**config.mk**
```make
export PLATFORM = sky130hd
export DESIGN_NAME = host_port_status_signals
export DESIGN_NICKNAME = d
export VERILOG_FILES = /design/src/host_port_pkg.sv /design/src/sync2.sv /design/src/host_port_status_signals.sv
export VERILOG_INCLUDE_DIRS = /design/src /design/src/src
export SDC_FILE = /design/constraint.sdc
export NUM_CORES = 1
export LEC_CHECK = 0
export CAP_MARGIN = 20
export CELL_PAD_IN_SITES_DETAIL_PLACEMENT = 2
export CELL_PAD_IN_SITES_GLOBAL_PLACEMENT = 2
export CORE_ASPECT_RATIO = 1.25
export CORE_MARGIN = 1.5
export CORE_UTILIZATION = 43
export CTS_CLUSTER_SIZE = 8
export DETAILED_ROUTE_END_ITERATION = 10
export DONT_BUFFER_PORTS = 1
export PLACE_DENSITY = 0.86
export SLEW_MARGIN = 25
export SYNTH_ARGS = -nofsm -noshare
export SYNTH_HDL_FRONTEND = slang
export SYNTH_SLANG_ARGS = --single-unit
```
**constraint.sdc**
```tcl
create_clock -name ref_clk_i -period 4.86 [get_ports ref_clk_i]
set_input_delay 0.972 -clock ref_clk_i [delete_from_list [all_inputs] [get_ports ref_clk_i]]
set_output_delay 0.972 -clock ref_clk_i [all_outputs]
set_load 0.05 [all_outputs]
```
**src/host_port_params.svh**
```systemverilog
// timing and counter-width constants for the host port status block
`ifndef HOST_PORT_PARAMS_SVH
`define HOST_PORT_PARAMS_SVH
`define REF_CLK_HZ        40000000
`define ONE_SEC_CYCLES    (`REF_CLK_HZ)
`define SEC_CNT_W         26
`define MARKER_HIGH_CYC   2
`endif

```
**src/host_port_pkg.sv**
```systemverilog
// types shared by the host port status block
package host_port_pkg;
  typedef struct packed {
    logic cs_n;
    logic addr_strobe_n;
    logic data_strobe_n;
    logic rd_wr;
  } bus_ctl_t;

  typedef struct packed {
    logic sync_bus_select;
    logic bus_style_select;
    logic marker_is_output;
  } port_cfg_t;

  typedef struct packed {
    logic o;
    logic oe;
  } od_pin_t;
endpackage

```
**src/sync2.sv**
```systemverilog
// two flip-flop synchroniser for a vector of levels
`timescale 1ns/10ps
module sync2 #(
  parameter int W = 1
) (
  input  wire logic         clk_i,
  input  wire logic         rst_b_i,
  input  wire logic [W-1:0] d_i,
  output logic      [W-1:0] q_o
);
  logic [W-1:0] meta_r;

  always_ff @(posedge clk_i or negedge rst_b_i) begin
    if (!rst_b_i) begin
      meta_r <= '0;
      q_o    <= '0;
    end else begin
      meta_r <= d_i;
      q_o    <= meta_r;
    end
  end
endmodule

```
**src/host_port_status_signals.sv**
```systemverilog
// one-second marker, interrupt request and transfer acknowledge of the host port
`timescale 1ns/10ps
`include "host_port_params.svh"
module host_port_status_signals (
  input  wire logic                   ref_clk_i,
  input  wire logic                   rst_b_i,
  input  wire host_port_pkg::port_cfg_t cfg_i,
  input  wire host_port_pkg::bus_ctl_t  bus_i,
  input  wire logic                   one_second_marker_i,
  input  wire logic [7:0]             irq_pending_i,
  output logic                        one_second_marker_o,
  output logic                        one_second_marker_oe_o,
  output logic                        irq_request_n_o,
  output logic                        irq_request_n_oe_o,
  output logic                        transfer_ack_n_o,
  output logic                        transfer_ack_n_oe_o,
  output logic                        second_tick_o,
  output logic                        read_cycle_o,
  output logic                        write_cycle_o
);
  import host_port_pkg::*;

  localparam int SYN_W = 8;

  logic                  rst_meta_r;
  logic                  rst_sync_b;
  logic [SYN_W-1:0]      pins_raw;
  logic [SYN_W-1:0]      pins_s;
  bus_ctl_t              bus_s;
  port_cfg_t             cfg_s;
  logic                  marker_s;
  logic                  marker_prev_r;
  logic                  marker_rise;
  logic [`SEC_CNT_W-1:0] sec_cnt_r;
  logic                  sec_wrap;
  logic                  ack_mode;
  logic                  out_prev_r;
  logic                  out_rise;
  logic                  interval_start;
  logic [1:0]            mk_high_cnt_r;

  // reset released through two flops
  always_ff @(posedge ref_clk_i or negedge rst_b_i) begin
    if (!rst_b_i) begin
      rst_meta_r <= 1'b0;
      rst_sync_b <= 1'b0;
    end else begin
      rst_meta_r <= 1'b1;
      rst_sync_b <= rst_meta_r;
    end
  end

  assign pins_raw = {bus_i, cfg_i, one_second_marker_i};

  // bus, configuration and marker pins are asynchronous to the reference clock; irq_pending_i is not synchronised
  sync2 #(
    .W(SYN_W)
  ) u_pin_sync (
    .clk_i  (ref_clk_i),
    .rst_b_i(rst_sync_b),
    .d_i    (pins_raw),
    .q_o    (pins_s)
  );

  assign bus_s    = pins_s[7:4];
  assign cfg_s    = pins_s[3:1];
  assign marker_s = pins_s[0];

  always_ff @(posedge ref_clk_i or negedge rst_sync_b) begin
    if (!rst_sync_b) begin
      marker_prev_r <= 1'b0;
      out_prev_r    <= 1'b0;
    end else begin
      marker_prev_r <= marker_s;
      out_prev_r    <= cfg_s.marker_is_output;
    end
  end

  assign marker_rise = marker_s & ~marker_prev_r & ~cfg_s.marker_is_output;
  assign sec_wrap    = (sec_cnt_r == `SEC_CNT_W'(`ONE_SEC_CYCLES - 1));
  // becoming the marker source opens an interval at once, not up to a second later
  assign out_rise       = cfg_s.marker_is_output & ~out_prev_r;
  assign interval_start = out_rise | (sec_wrap & cfg_s.marker_is_output);

  // one-second timer; an input edge restarts the interval
  always_ff @(posedge ref_clk_i or negedge rst_sync_b) begin
    if (!rst_sync_b) begin
      sec_cnt_r <= '0;
    end else if (marker_rise) begin
      sec_cnt_r <= '0;
    end else if (sec_wrap | out_rise) begin
      sec_cnt_r <= '0;
    end else begin
      sec_cnt_r <= sec_cnt_r + 1'b1;
    end
  end

  // interval start pulse for status reporting
  always_ff @(posedge ref_clk_i or negedge rst_sync_b) begin
    if (!rst_sync_b) begin
      second_tick_o <= 1'b0;
    end else begin
      second_tick_o <= marker_rise | interval_start;
    end
  end

  // marker high for a short pulse from the interval start
  always_ff @(posedge ref_clk_i or negedge rst_sync_b) begin
    if (!rst_sync_b) begin
      one_second_marker_o    <= 1'b0;
      one_second_marker_oe_o <= 1'b0;
    end else begin
      one_second_marker_oe_o <= cfg_s.marker_is_output;
      one_second_marker_o    <= cfg_s.marker_is_output & (interval_start |
                                (sec_cnt_r < `SEC_CNT_W'(`MARKER_HIGH_CYC - 1)));
    end
  end

  // open drain: drive low only while requests are pending
  always_ff @(posedge ref_clk_i or negedge rst_sync_b) begin
    if (!rst_sync_b) begin
      irq_request_n_o    <= 1'b1;
      irq_request_n_oe_o <= 1'b0;
    end else begin
      irq_request_n_o    <= 1'b0;
      irq_request_n_oe_o <= |irq_pending_i;
    end
  end

  // acknowledge only with sync bus and data-strobe style
  assign ack_mode = cfg_s.sync_bus_select & ~cfg_s.bus_style_select;

  always_ff @(posedge ref_clk_i or negedge rst_sync_b) begin
    if (!rst_sync_b) begin
      transfer_ack_n_o    <= 1'b1;
      transfer_ack_n_oe_o <= 1'b0;
    end else begin
      transfer_ack_n_o    <= 1'b0;
      transfer_ack_n_oe_o <= ack_mode & ~bus_s.addr_strobe_n & ~bus_s.cs_n;
    end
  end

  // cycle qualification sampled on each clock edge; rd_wr high means read
  always_ff @(posedge ref_clk_i or negedge rst_sync_b) begin
    if (!rst_sync_b) begin
      read_cycle_o  <= 1'b0;
      write_cycle_o <= 1'b0;
    end else begin
      read_cycle_o  <= ack_mode & ~bus_s.cs_n & ~bus_s.addr_strobe_n
                       & ~bus_s.data_strobe_n & bus_s.rd_wr;
      write_cycle_o <= ack_mode & ~bus_s.cs_n & ~bus_s.addr_strobe_n
                       & ~bus_s.data_strobe_n & ~bus_s.rd_wr;
    end
  end

  // consecutive high cycles of the marker; only feeds the width check
  always_ff @(posedge ref_clk_i or negedge rst_sync_b) begin
    if (!rst_sync_b) begin
      mk_high_cnt_r <= 2'h0;
    end else if (!one_second_marker_o) begin
      mk_high_cnt_r <= 2'h0;
    end else if (mk_high_cnt_r != 2'h3) begin
      mk_high_cnt_r <= mk_high_cnt_r + 2'h1;
    end
  end

  chk_ack_follows_strobes: assert property (@(posedge ref_clk_i) disable iff (!rst_sync_b)
    ##1 transfer_ack_n_oe_o == $past(ack_mode & ~bus_s.addr_strobe_n & ~bus_s.cs_n))
    else $error("acknowledge does not follow strobes");
  chk_ack_mode_only: assert property (@(posedge ref_clk_i) disable iff (!rst_sync_b)
    !ack_mode |=> !transfer_ack_n_oe_o)
    else $error("acknowledge outside sync strobe mode");
  chk_ack_low_level: assert property (@(posedge ref_clk_i) disable iff (!rst_sync_b)
    transfer_ack_n_oe_o |-> !transfer_ack_n_o)
    else $error("acknowledge driven high");
  chk_irq_pending_low: assert property (@(posedge ref_clk_i) disable iff (!rst_sync_b)
    (|irq_pending_i) |=> (irq_request_n_oe_o && !irq_request_n_o))
    else $error("interrupt not pulled low");
  chk_irq_release: assert property (@(posedge ref_clk_i) disable iff (!rst_sync_b)
    (irq_pending_i == 8'h00) |=> !irq_request_n_oe_o)
    else $error("interrupt not released");
  chk_irq_low_level: assert property (@(posedge ref_clk_i) disable iff (!rst_sync_b)
    irq_request_n_oe_o |-> !irq_request_n_o)
    else $error("interrupt driven high");
  chk_marker_align: assert property (@(posedge ref_clk_i) disable iff (!rst_sync_b)
    marker_rise |=> (sec_cnt_r == '0) && second_tick_o)
    else $error("timer not realigned");
  chk_marker_input_oe: assert property (@(posedge ref_clk_i) disable iff (!rst_sync_b)
    !cfg_s.marker_is_output |=> !one_second_marker_oe_o)
    else $error("marker driven while an input");
  chk_marker_out_edge: assert property (@(posedge ref_clk_i) disable iff (!rst_sync_b)
    interval_start |=> $rose(one_second_marker_o))
    else $error("marker edge missing");
  chk_marker_width: assert property (@(posedge ref_clk_i) disable iff (!rst_sync_b)
    mk_high_cnt_r <= 2'(`MARKER_HIGH_CYC))
    else $error("marker pulse too long");
  chk_read_cycle: assert property (@(posedge ref_clk_i) disable iff (!rst_sync_b)
    read_cycle_o |-> $past(~bus_s.cs_n & bus_s.rd_wr))
    else $error("read cycle without select");
  chk_write_cycle: assert property (@(posedge ref_clk_i) disable iff (!rst_sync_b)
    write_cycle_o |-> $past(ack_mode & ~bus_s.cs_n & ~bus_s.rd_wr))
    else $error("write cycle without select");
  chk_cycle_exclusive: assert property (@(posedge ref_clk_i) disable iff (!rst_sync_b)
    !(read_cycle_o && write_cycle_o))
    else $error("read and write at once");
endmodule

```
After elaboration in Yosys (flattened, before gate mapping)

Index checks and enable logic that the tools add are counted.

Eq/ne operators: 1
Reductions and logical operators: 1
$lt $le $gt $ge: 1
Multiplexer cells: 2
Add/subtract/negate cells: 1
Bitwise logic cells: 25

Operators with widths:

| kind                                                                  | count |
|---|---|
| 26-bit 2-to-1 mux                                                     | 2 |
| 26-bit by 1-bit adder with 26-bit output, second input constant       | 1 |
| 26-bit == test, second input constant                                 | 1 |
| 26-bit by 1-bit < comparator with 1-bit output, second input constant | 1 |
| 1-bit bitwise AND                                                     | 13 |
| 1-bit inverter                                                        | 8 |
| 8-bit OR reduction                                                    | 1 |
| 1-bit OR                                                              | 4 |

Logic and storage cells: 45
Output and inout bits: 9
Register bits after elaboration: 53
Input port bits: 18

Longest topological paths before layout

Gate-level depths: netlist (run 1).

Depth after elaboration: 6
Depth in mapped cells: 7

Cells and area by module

From an unflattened synthesis (run 1), not the netlist that was laid out.

Cell total of the unflattened synthesis: 195
Area, all modules: 2,167.1 µm²

By module, submodules not included:

| module                   | area each (µm²) | sequential area each (µm²) | cells an instance | times used |
|---|---|---|---|---|
| host_port_status_signals | 1,766.7         | 927.1                      | 179               | 1 |
| sync2                    | 400.4           | 400.4                      | 16                | 1 |

Worst setup path before layout (run 1)

OpenSTA, ideal clock, no wires.

Path type: reg-to-output
From: register transfer_ack_n_o
To: output transfer_ack_n_o
Setup slack: 2.971 ns
Data arrival time: 0.917 ns
Cell stages (with the launch flop): 2
Path through: dfstp_2 buf_4

RTL lines:

| what                   | line                            | source |
|---|---|---|
| start, declared        | host_port_status_signals.sv:15  | `output logic transfer_ack_n_o,` |
| start signal, assigned | host_port_status_signals.sv:135 | `transfer_ack_n_o <= 1'b1;` |
| start signal, assigned | host_port_status_signals.sv:138 | `transfer_ack_n_o <= 1'b0;` |

No word-level cell between the ends.

Worst setup path after layout (run 1)

From: register sec_cnt_r[0]
To: register sec_cnt_r[22]

Cells in the longest elaborated chain, start to end: 4

Ends and longest elaborated chain:

| what                                                                             | line                           | source |
|---|---|---|
| start, declared                                                                  | host_port_status_signals.sv:34 | `` logic [`SEC_CNT_W-1:0] sec_cnt_r; `` |
| start signal, assigned                                                           | host_port_status_signals.sv:94 | `sec_cnt_r <= sec_cnt_r + 1'b1;` |
| branches (longest 2 deep; another with 26-bit by 1-bit adder with 26-bit output) | n/a                            |  |
| 26-bit 2-to-1 mux (*)                                                            | host_port_status_signals.sv:91 | `end else if (sec_wrap \| out_rise) begin` |
| 26-bit 2-to-1 mux (*)                                                            | host_port_status_signals.sv:89 | `end else if (marker_rise) begin` |

Every way passes the cells marked *.

==> results of run 1 <==
-- report_power, final --
group          leakage, uW  switching [uW]  internal (uW)
logic             0.000258            25.7           16.3
clock network    0.0000681             147            205
registers         0.000677            41.2            461
-- registers in the layout (all words and copies together), names as in the netlist --
signal,flops
one_second_marker_o,1
irq_request_n_oe_o,1
one_second_marker_oe_o,1
second_tick_o,1
rst_meta_r,1
transfer_ack_n_oe_o,1
u_pin_sync.q_o,8
u_pin_sync.meta_r,8
write_cycle_o,1
rst_sync_b,1
transfer_ack_n_o,1
read_cycle_o,1
sec_cnt_r,26
marker_prev_r,1
-- worst max path at each step --
stage          slack [ps]             start                to  cells after the start
5_1_grt              2360      sec_cnt_r[0]     sec_cnt_r[22]                      5
3_3_place_gp         2860      sec_cnt_r[0]     sec_cnt_r[22]                      5
2_1_floorplan        2970  transfer_ack_n_o  transfer_ack_n_o                      1
4_1_cts              2490      sec_cnt_r[0]     sec_cnt_r[22]                      5
6_report             2490      sec_cnt_r[0]     sec_cnt_r[22]                      5
3_5_place_dp         2630      sec_cnt_r[0]     sec_cnt_r[22]                      5
-- layer usage --
metal / vias to the layer above / wire, um / track usage, %
li1: 682 / - / -
met1: 789 / 2060 / 24.0
met2: 26 / 3310 / 46.9
met3: 14 / 116 / 4.74
met4: 0 / 213 / 12.7
met5: - / 0 / 0
-- logic make-up (layout without fill, tap and decap cells) --
family	Yosys count	in the layout	share of synthesized area, %
compound gates	29	29	7.56
xor+xnor	12	12	4.85
fa+ha+maj	2	2	1.15
buf+inv	14	16	3.06
flops	53	53	61.3
other cells	2	2	0.347
simple gates	83	83	21.8
-- stage by stage --
stage	instances	area [um^2]	hold WS, ps	worst slack [ps]	util, %
floorplan	195	2170	331	2970	-
global placement	249	2210	333	2860	46.1
detailed placement	249	2210	339	2630	46.1
CTS	257	2340	331	2490	48.9
global route	257	2350	325	2360	48.9
finish	257	2350	346	2490	48.9
-- worst max-delay path, stage by stage, from the launching register on --
cell     delay [ps]
dfrtp_1         420
ha_1            240
and4_1          350
nand4_1         430
or4_1           650
a21oi_1         210
-- cells in the mapped netlist, types with 3 or more instances --
cell type / count / area share, %
nand3_1: 8 / 1.8
xnor2_1: 6 / 2.4
nor4_1: 8 / 2.3
dfrtp_1: 52 / 60
and3_1: 3 / 0.87
or3_1: 8 / 2.3
nand2_1: 11 / 1.9
buf_4: 3 / 1.0
nand4_1: 7 / 2.0
nor2_1: 18 / 3.1
xor2_1: 6 / 2.4
or4_1: 3 / 1.0
a21oi_1: 12 / 2.8
o31ai_1: 4 / 1.4
and4_1: 3 / 1.2
o21ai_0: 10 / 2.3
inv_1: 7 / 1.2
-- final cells by class --
cell class                      count  area (um^2)  share of cell area [%]
Clock buffer                        5         68.8                    2.93
Timing Repair Buffer                1         7.51                   0.320
Clock inverter                      3         65.1                    2.77
Multi-Input combinational cell    128          773                    32.9
Inverter                            7         26.3                    1.12
Sequential cell                    53         1330                    56.7
Tap cell                           60         75.1                    3.20
==> flow_summary.toml, run 1 <==
[run_status]
status = "completed"

[yosys]
ys_warn_count = 0
avgSynthCellArea_um2 = 11.1
yosysUniqueCellTypes = 36
syn-num-nets = 215
netlist_instances = 195
ys.flop_type = "dfrtp_1"
syn_area_um2 = 2170
synth-edff-count = 0
yosysSeqAreaShare_pct = 61.3
async_flop_share_pct = 100
ys_seq_elements = 53

[clock_tree]
clkLatencyLatePin_ps = 310
cts_max_path_buffers = 2
h-tree-depth = 2
cts_setup_buffers = 0
numCtsBuffers = 5
clk_pin_slew_ps = 100
cts_resized = 0
cts_tree = "yes"
clock-sinks = 53
ctsHoldBuffers = 0
cts-root-buf = "clkbuf_8"

[setup_path]
critPathMaxFanout = 12
critPathRequiredTime_ps = 5090
rr_startpoint = "sec_cnt_r[0]"
r2r_cells = 5
crit_type = "flip-flop to flip-flop"
arrival_ps = 2600
cp-start-kind = "flip-flop"
rr_endpoint = "sec_cnt_r[22]"
r2r_setup_slack_ps = 2490
worst_setup_path_end_kind = "flip-flop"

[floorplan]
core_area_um2 = 4800
io_pins = 27
die-area_um2 = 5480
die_y_um = 82.4
initial_utilization_pct = 45.2
rows = 28
die-width_um = 66.5

[sta]
fmax_mhz = 422
setup_viol = 0
final-hold-violation-count = 0
fin_crit_sh_pct = 48.8
clock_skew_ps = 10.9
period_needed_ps = 2370
max_slew.worst_pin.slew_ps = 653
finalSetupTns_ps = 0
grt_setup_unrepaired = "no"
drv_slew = 0
maxSlewHeadroom_pct = 56.5

[detailed_routing]
wl_per_cell_um = 22.2
routed_wl_um = 5690
viasPerCell = 5.88
drc_errors = 0
drt-initial-drc-count = 43
vias = 1511
ant_nets = 0
firstDrtPassIters = 4

[finish]
diodes = 0
layout.nets = 216
fillers = 478
layout_commonest_cell = "dfrtp_1"
syn2layout_area_growth_pct = 8.31
final_cell_mix = "51 x dfrtp_1, 18 x nor2_1, 12 x a21oi_1"
final_layout_size_suffix_gt1_share_pct = 8.12

[power_and_ir_drop]
vdd_drop_max_mv = 0.333
p_leak_uw = 0.00100
power.total_uw = 895
p_per_area_nw_per_um2 = 381

[global_routing]
grt.total_usage_pct = 24.2
grt_pass1_vias = 1774
overflow = 0
grt_max_degree = 52
grt_pass1_wl_um = 9470
antenna_found_initial = 0

[placement]
io_buffers = 0
gp_congestion = 0.817
dpl.hpwl_um = 3910

[hold_path]
hold_class = "input port to async pin"

[job]
maxCapViolCount = 0
(Power assumes the default switching activity.)
==> inputs of run 2 (changes only) <==
CORE_UTILIZATION = 40   (was 43)
PLACE_DENSITY = 0.81   (was 0.86)
clock period = 2.25 ns   (was 4.86 ns; I/O delays follow)
==> flow_summary.toml, run 2 (synthesis results as in run 1) <==
[finish]
largest_reg_flops = 26
final_cell_mix = "51 x dfrtp_1, 18 x nor2_1, 12 x a21oi_1"
layout.nets = 221
reg_top3 = "sec_cnt_r x26, u_pin_sync.meta_r x8, u_pin_sync.q_o x8"
layout_commonest_cell = "dfrtp_1"
fin_area_um2 = 2360
final_layout_size_suffix_gt1_share_pct = 9.90
syn2layout_area_growth_pct = 9.06
instances_no_fill = 264
diodes = 0
regMostFlops = "sec_cnt_r"

[clock_tree]
cts_setup_buffers = 0
clk_pin_slew_ps = 100
clkLatencyLatePin_ps = 320
cts_max_path_buffers = 2
numCtsBuffers = 5
clock-sinks = 53
h-tree-depth = 2
cts-root-buf = "clkbuf_8"
cts_tree = "yes"

[floorplan]
die-width_um = 68.8
die_y_um = 85.3
io_pins = 27
initial_utilization_pct = 42.1
core_area_um2 = 5150
die-area_um2 = 5870
rows = 29

[detailed_routing]
drc_errors = 0
firstDrtPassIters = 4
wl_per_cell_um = 20.0
routed_wl_um = 5280
viasPerCell = 5.79
vias = 1528
ant_nets = 0
drt-initial-drc-count = 47

[sta]
setup_viol = 0
fmax_mhz = 496
grt_setup_unrepaired = "no"
max_slew.worst_pin.slew_ps = 538
drv_slew = 0
period_needed_ps = 2020
finalSetupTns_ps = 0
maxSlewHeadroom_pct = 64.1
final-hold-violation-count = 0
clock_skew_ps = 10.1
fin_crit_sh_pct = 89.6

[placement]
place_area_um2 = 2260
gp_congestion = 0.760
place_inst = 255
dpl.hpwl_um = 3920
io_buffers = 0

[power_and_ir_drop]
vdd_drop_max_mv = 0.418
seq_power_share_pct = 61.0
clockPowerShare_pct = 32.6
p_sw_uw = 488
power_frac_comb_pct = 6.4
internal_power_uw = 1270
swShare_pct = 27.8
p_leak_uw = 0.00101
p_per_area_nw_per_um2 = 744

[hold_path]
hold_class = "input port to flip-flop"

[setup_path]
critPathMaxFanout = 8
arrival_ps = 2250
cp-start-kind = "flip-flop"
critPathRequiredTime_ps = 2490
worstPathCellList = "ha_1 > and4_1 > nand4_1 > or4_1 > a21oi_1"
worst_path_largest_cell_delay_ps = 570
r2r_setup_slack_ps = 230
path_delay_family = "simple AND/OR/NAND/NOR gates"
worst_setup_path_end_kind = "flip-flop"
critical_path_buf_inv_count = 0
slowest_stage = "or4_1"
crit_type = "flip-flop to flip-flop"

[job]
maxCapViolCount = 0

[global_routing]
grt_pass1_wl_um = 8840
grt_max_degree = 38
antenna_found_initial = 0
grt_pass1_vias = 1753
grt.total_usage_pct = 20.8
overflow = 0

[run_status]
status = "completed"
run 2: changes by cell type in the layout (fill, tap and decap cells not counted), sizes merged:
cell	delta
buf	+4
bufinv	-2
inv	+2
dlygate4sd3	+1
run 2: power by group through the flow:
stage / sequential, uW / combinational (uW) / clock (uW)
after floorplan: 1080 / 70.0 / 0
after global placement: 1080 / 99.2 / 0
after detailed placement: 1090 / 111 / 0
after CTS: 1080 / 114 / 596
after global routing: 1080 / 128 / 628
final: 1070 / 112 / 573
run 2: layout make-up:
type / instances / area [um^2]
flip-flops and latches: 53 / 1330
clock buffers: 5 / 68.8
inverters: 7 / 26.3
multi-input cells: 128 / 773
clock inverters: 3 / 28.8
repair buffers: 6 / 60.1
fillers: 537 / 2790
well taps: 62 / 77.6
run 2: layer usage:
layer	part of all wire, %	up-vias	GRT usage (%)
li1	-	696	-
met1	39	793	23.3
met2	55	26	36.2
met3	2.3	13	4.24
met4	3.0	0	10.2
met5	0	-	0
run 2: stage by stage:
step                total power, uW  setup WS, ps  hold slack, ps  utilization (%)
finish                         1760           234             149             45.9
global route                   1840          99.2             121             45.9
CTS                            1780           201             133             45.9
detailed placement             1200           220             154             43.8
global placement               1180           339             154             43.8
floorplan                      1150           449             154                -
run 2: timing repair:
action / in CTS / in global routing
resized for setup: 0 / 0
endpoints found under the hold margin: 2 / 0
endpoints found under the setup margin: 0 / 0
hold buffers: 1 / 0
run 2: final timing paths:
check | startpoint | end | cells past startpoint
worst max-delay path | sec_cnt_r[0] | sec_cnt_r[22] | 5
worst min-delay path | cfg_i[2] | u_pin_sync.meta_r[3] | 0
worst max register to register | sec_cnt_r[0] | sec_cnt_r[22] | 5
worst min register to register | rst_sync_b | u_pin_sync.q_o[0] | 0
max in group asynchronous | rst_sync_b | transfer_ack_n_o | 1
min in group asynchronous | rst_sync_b | u_pin_sync.q_o[0] | 0
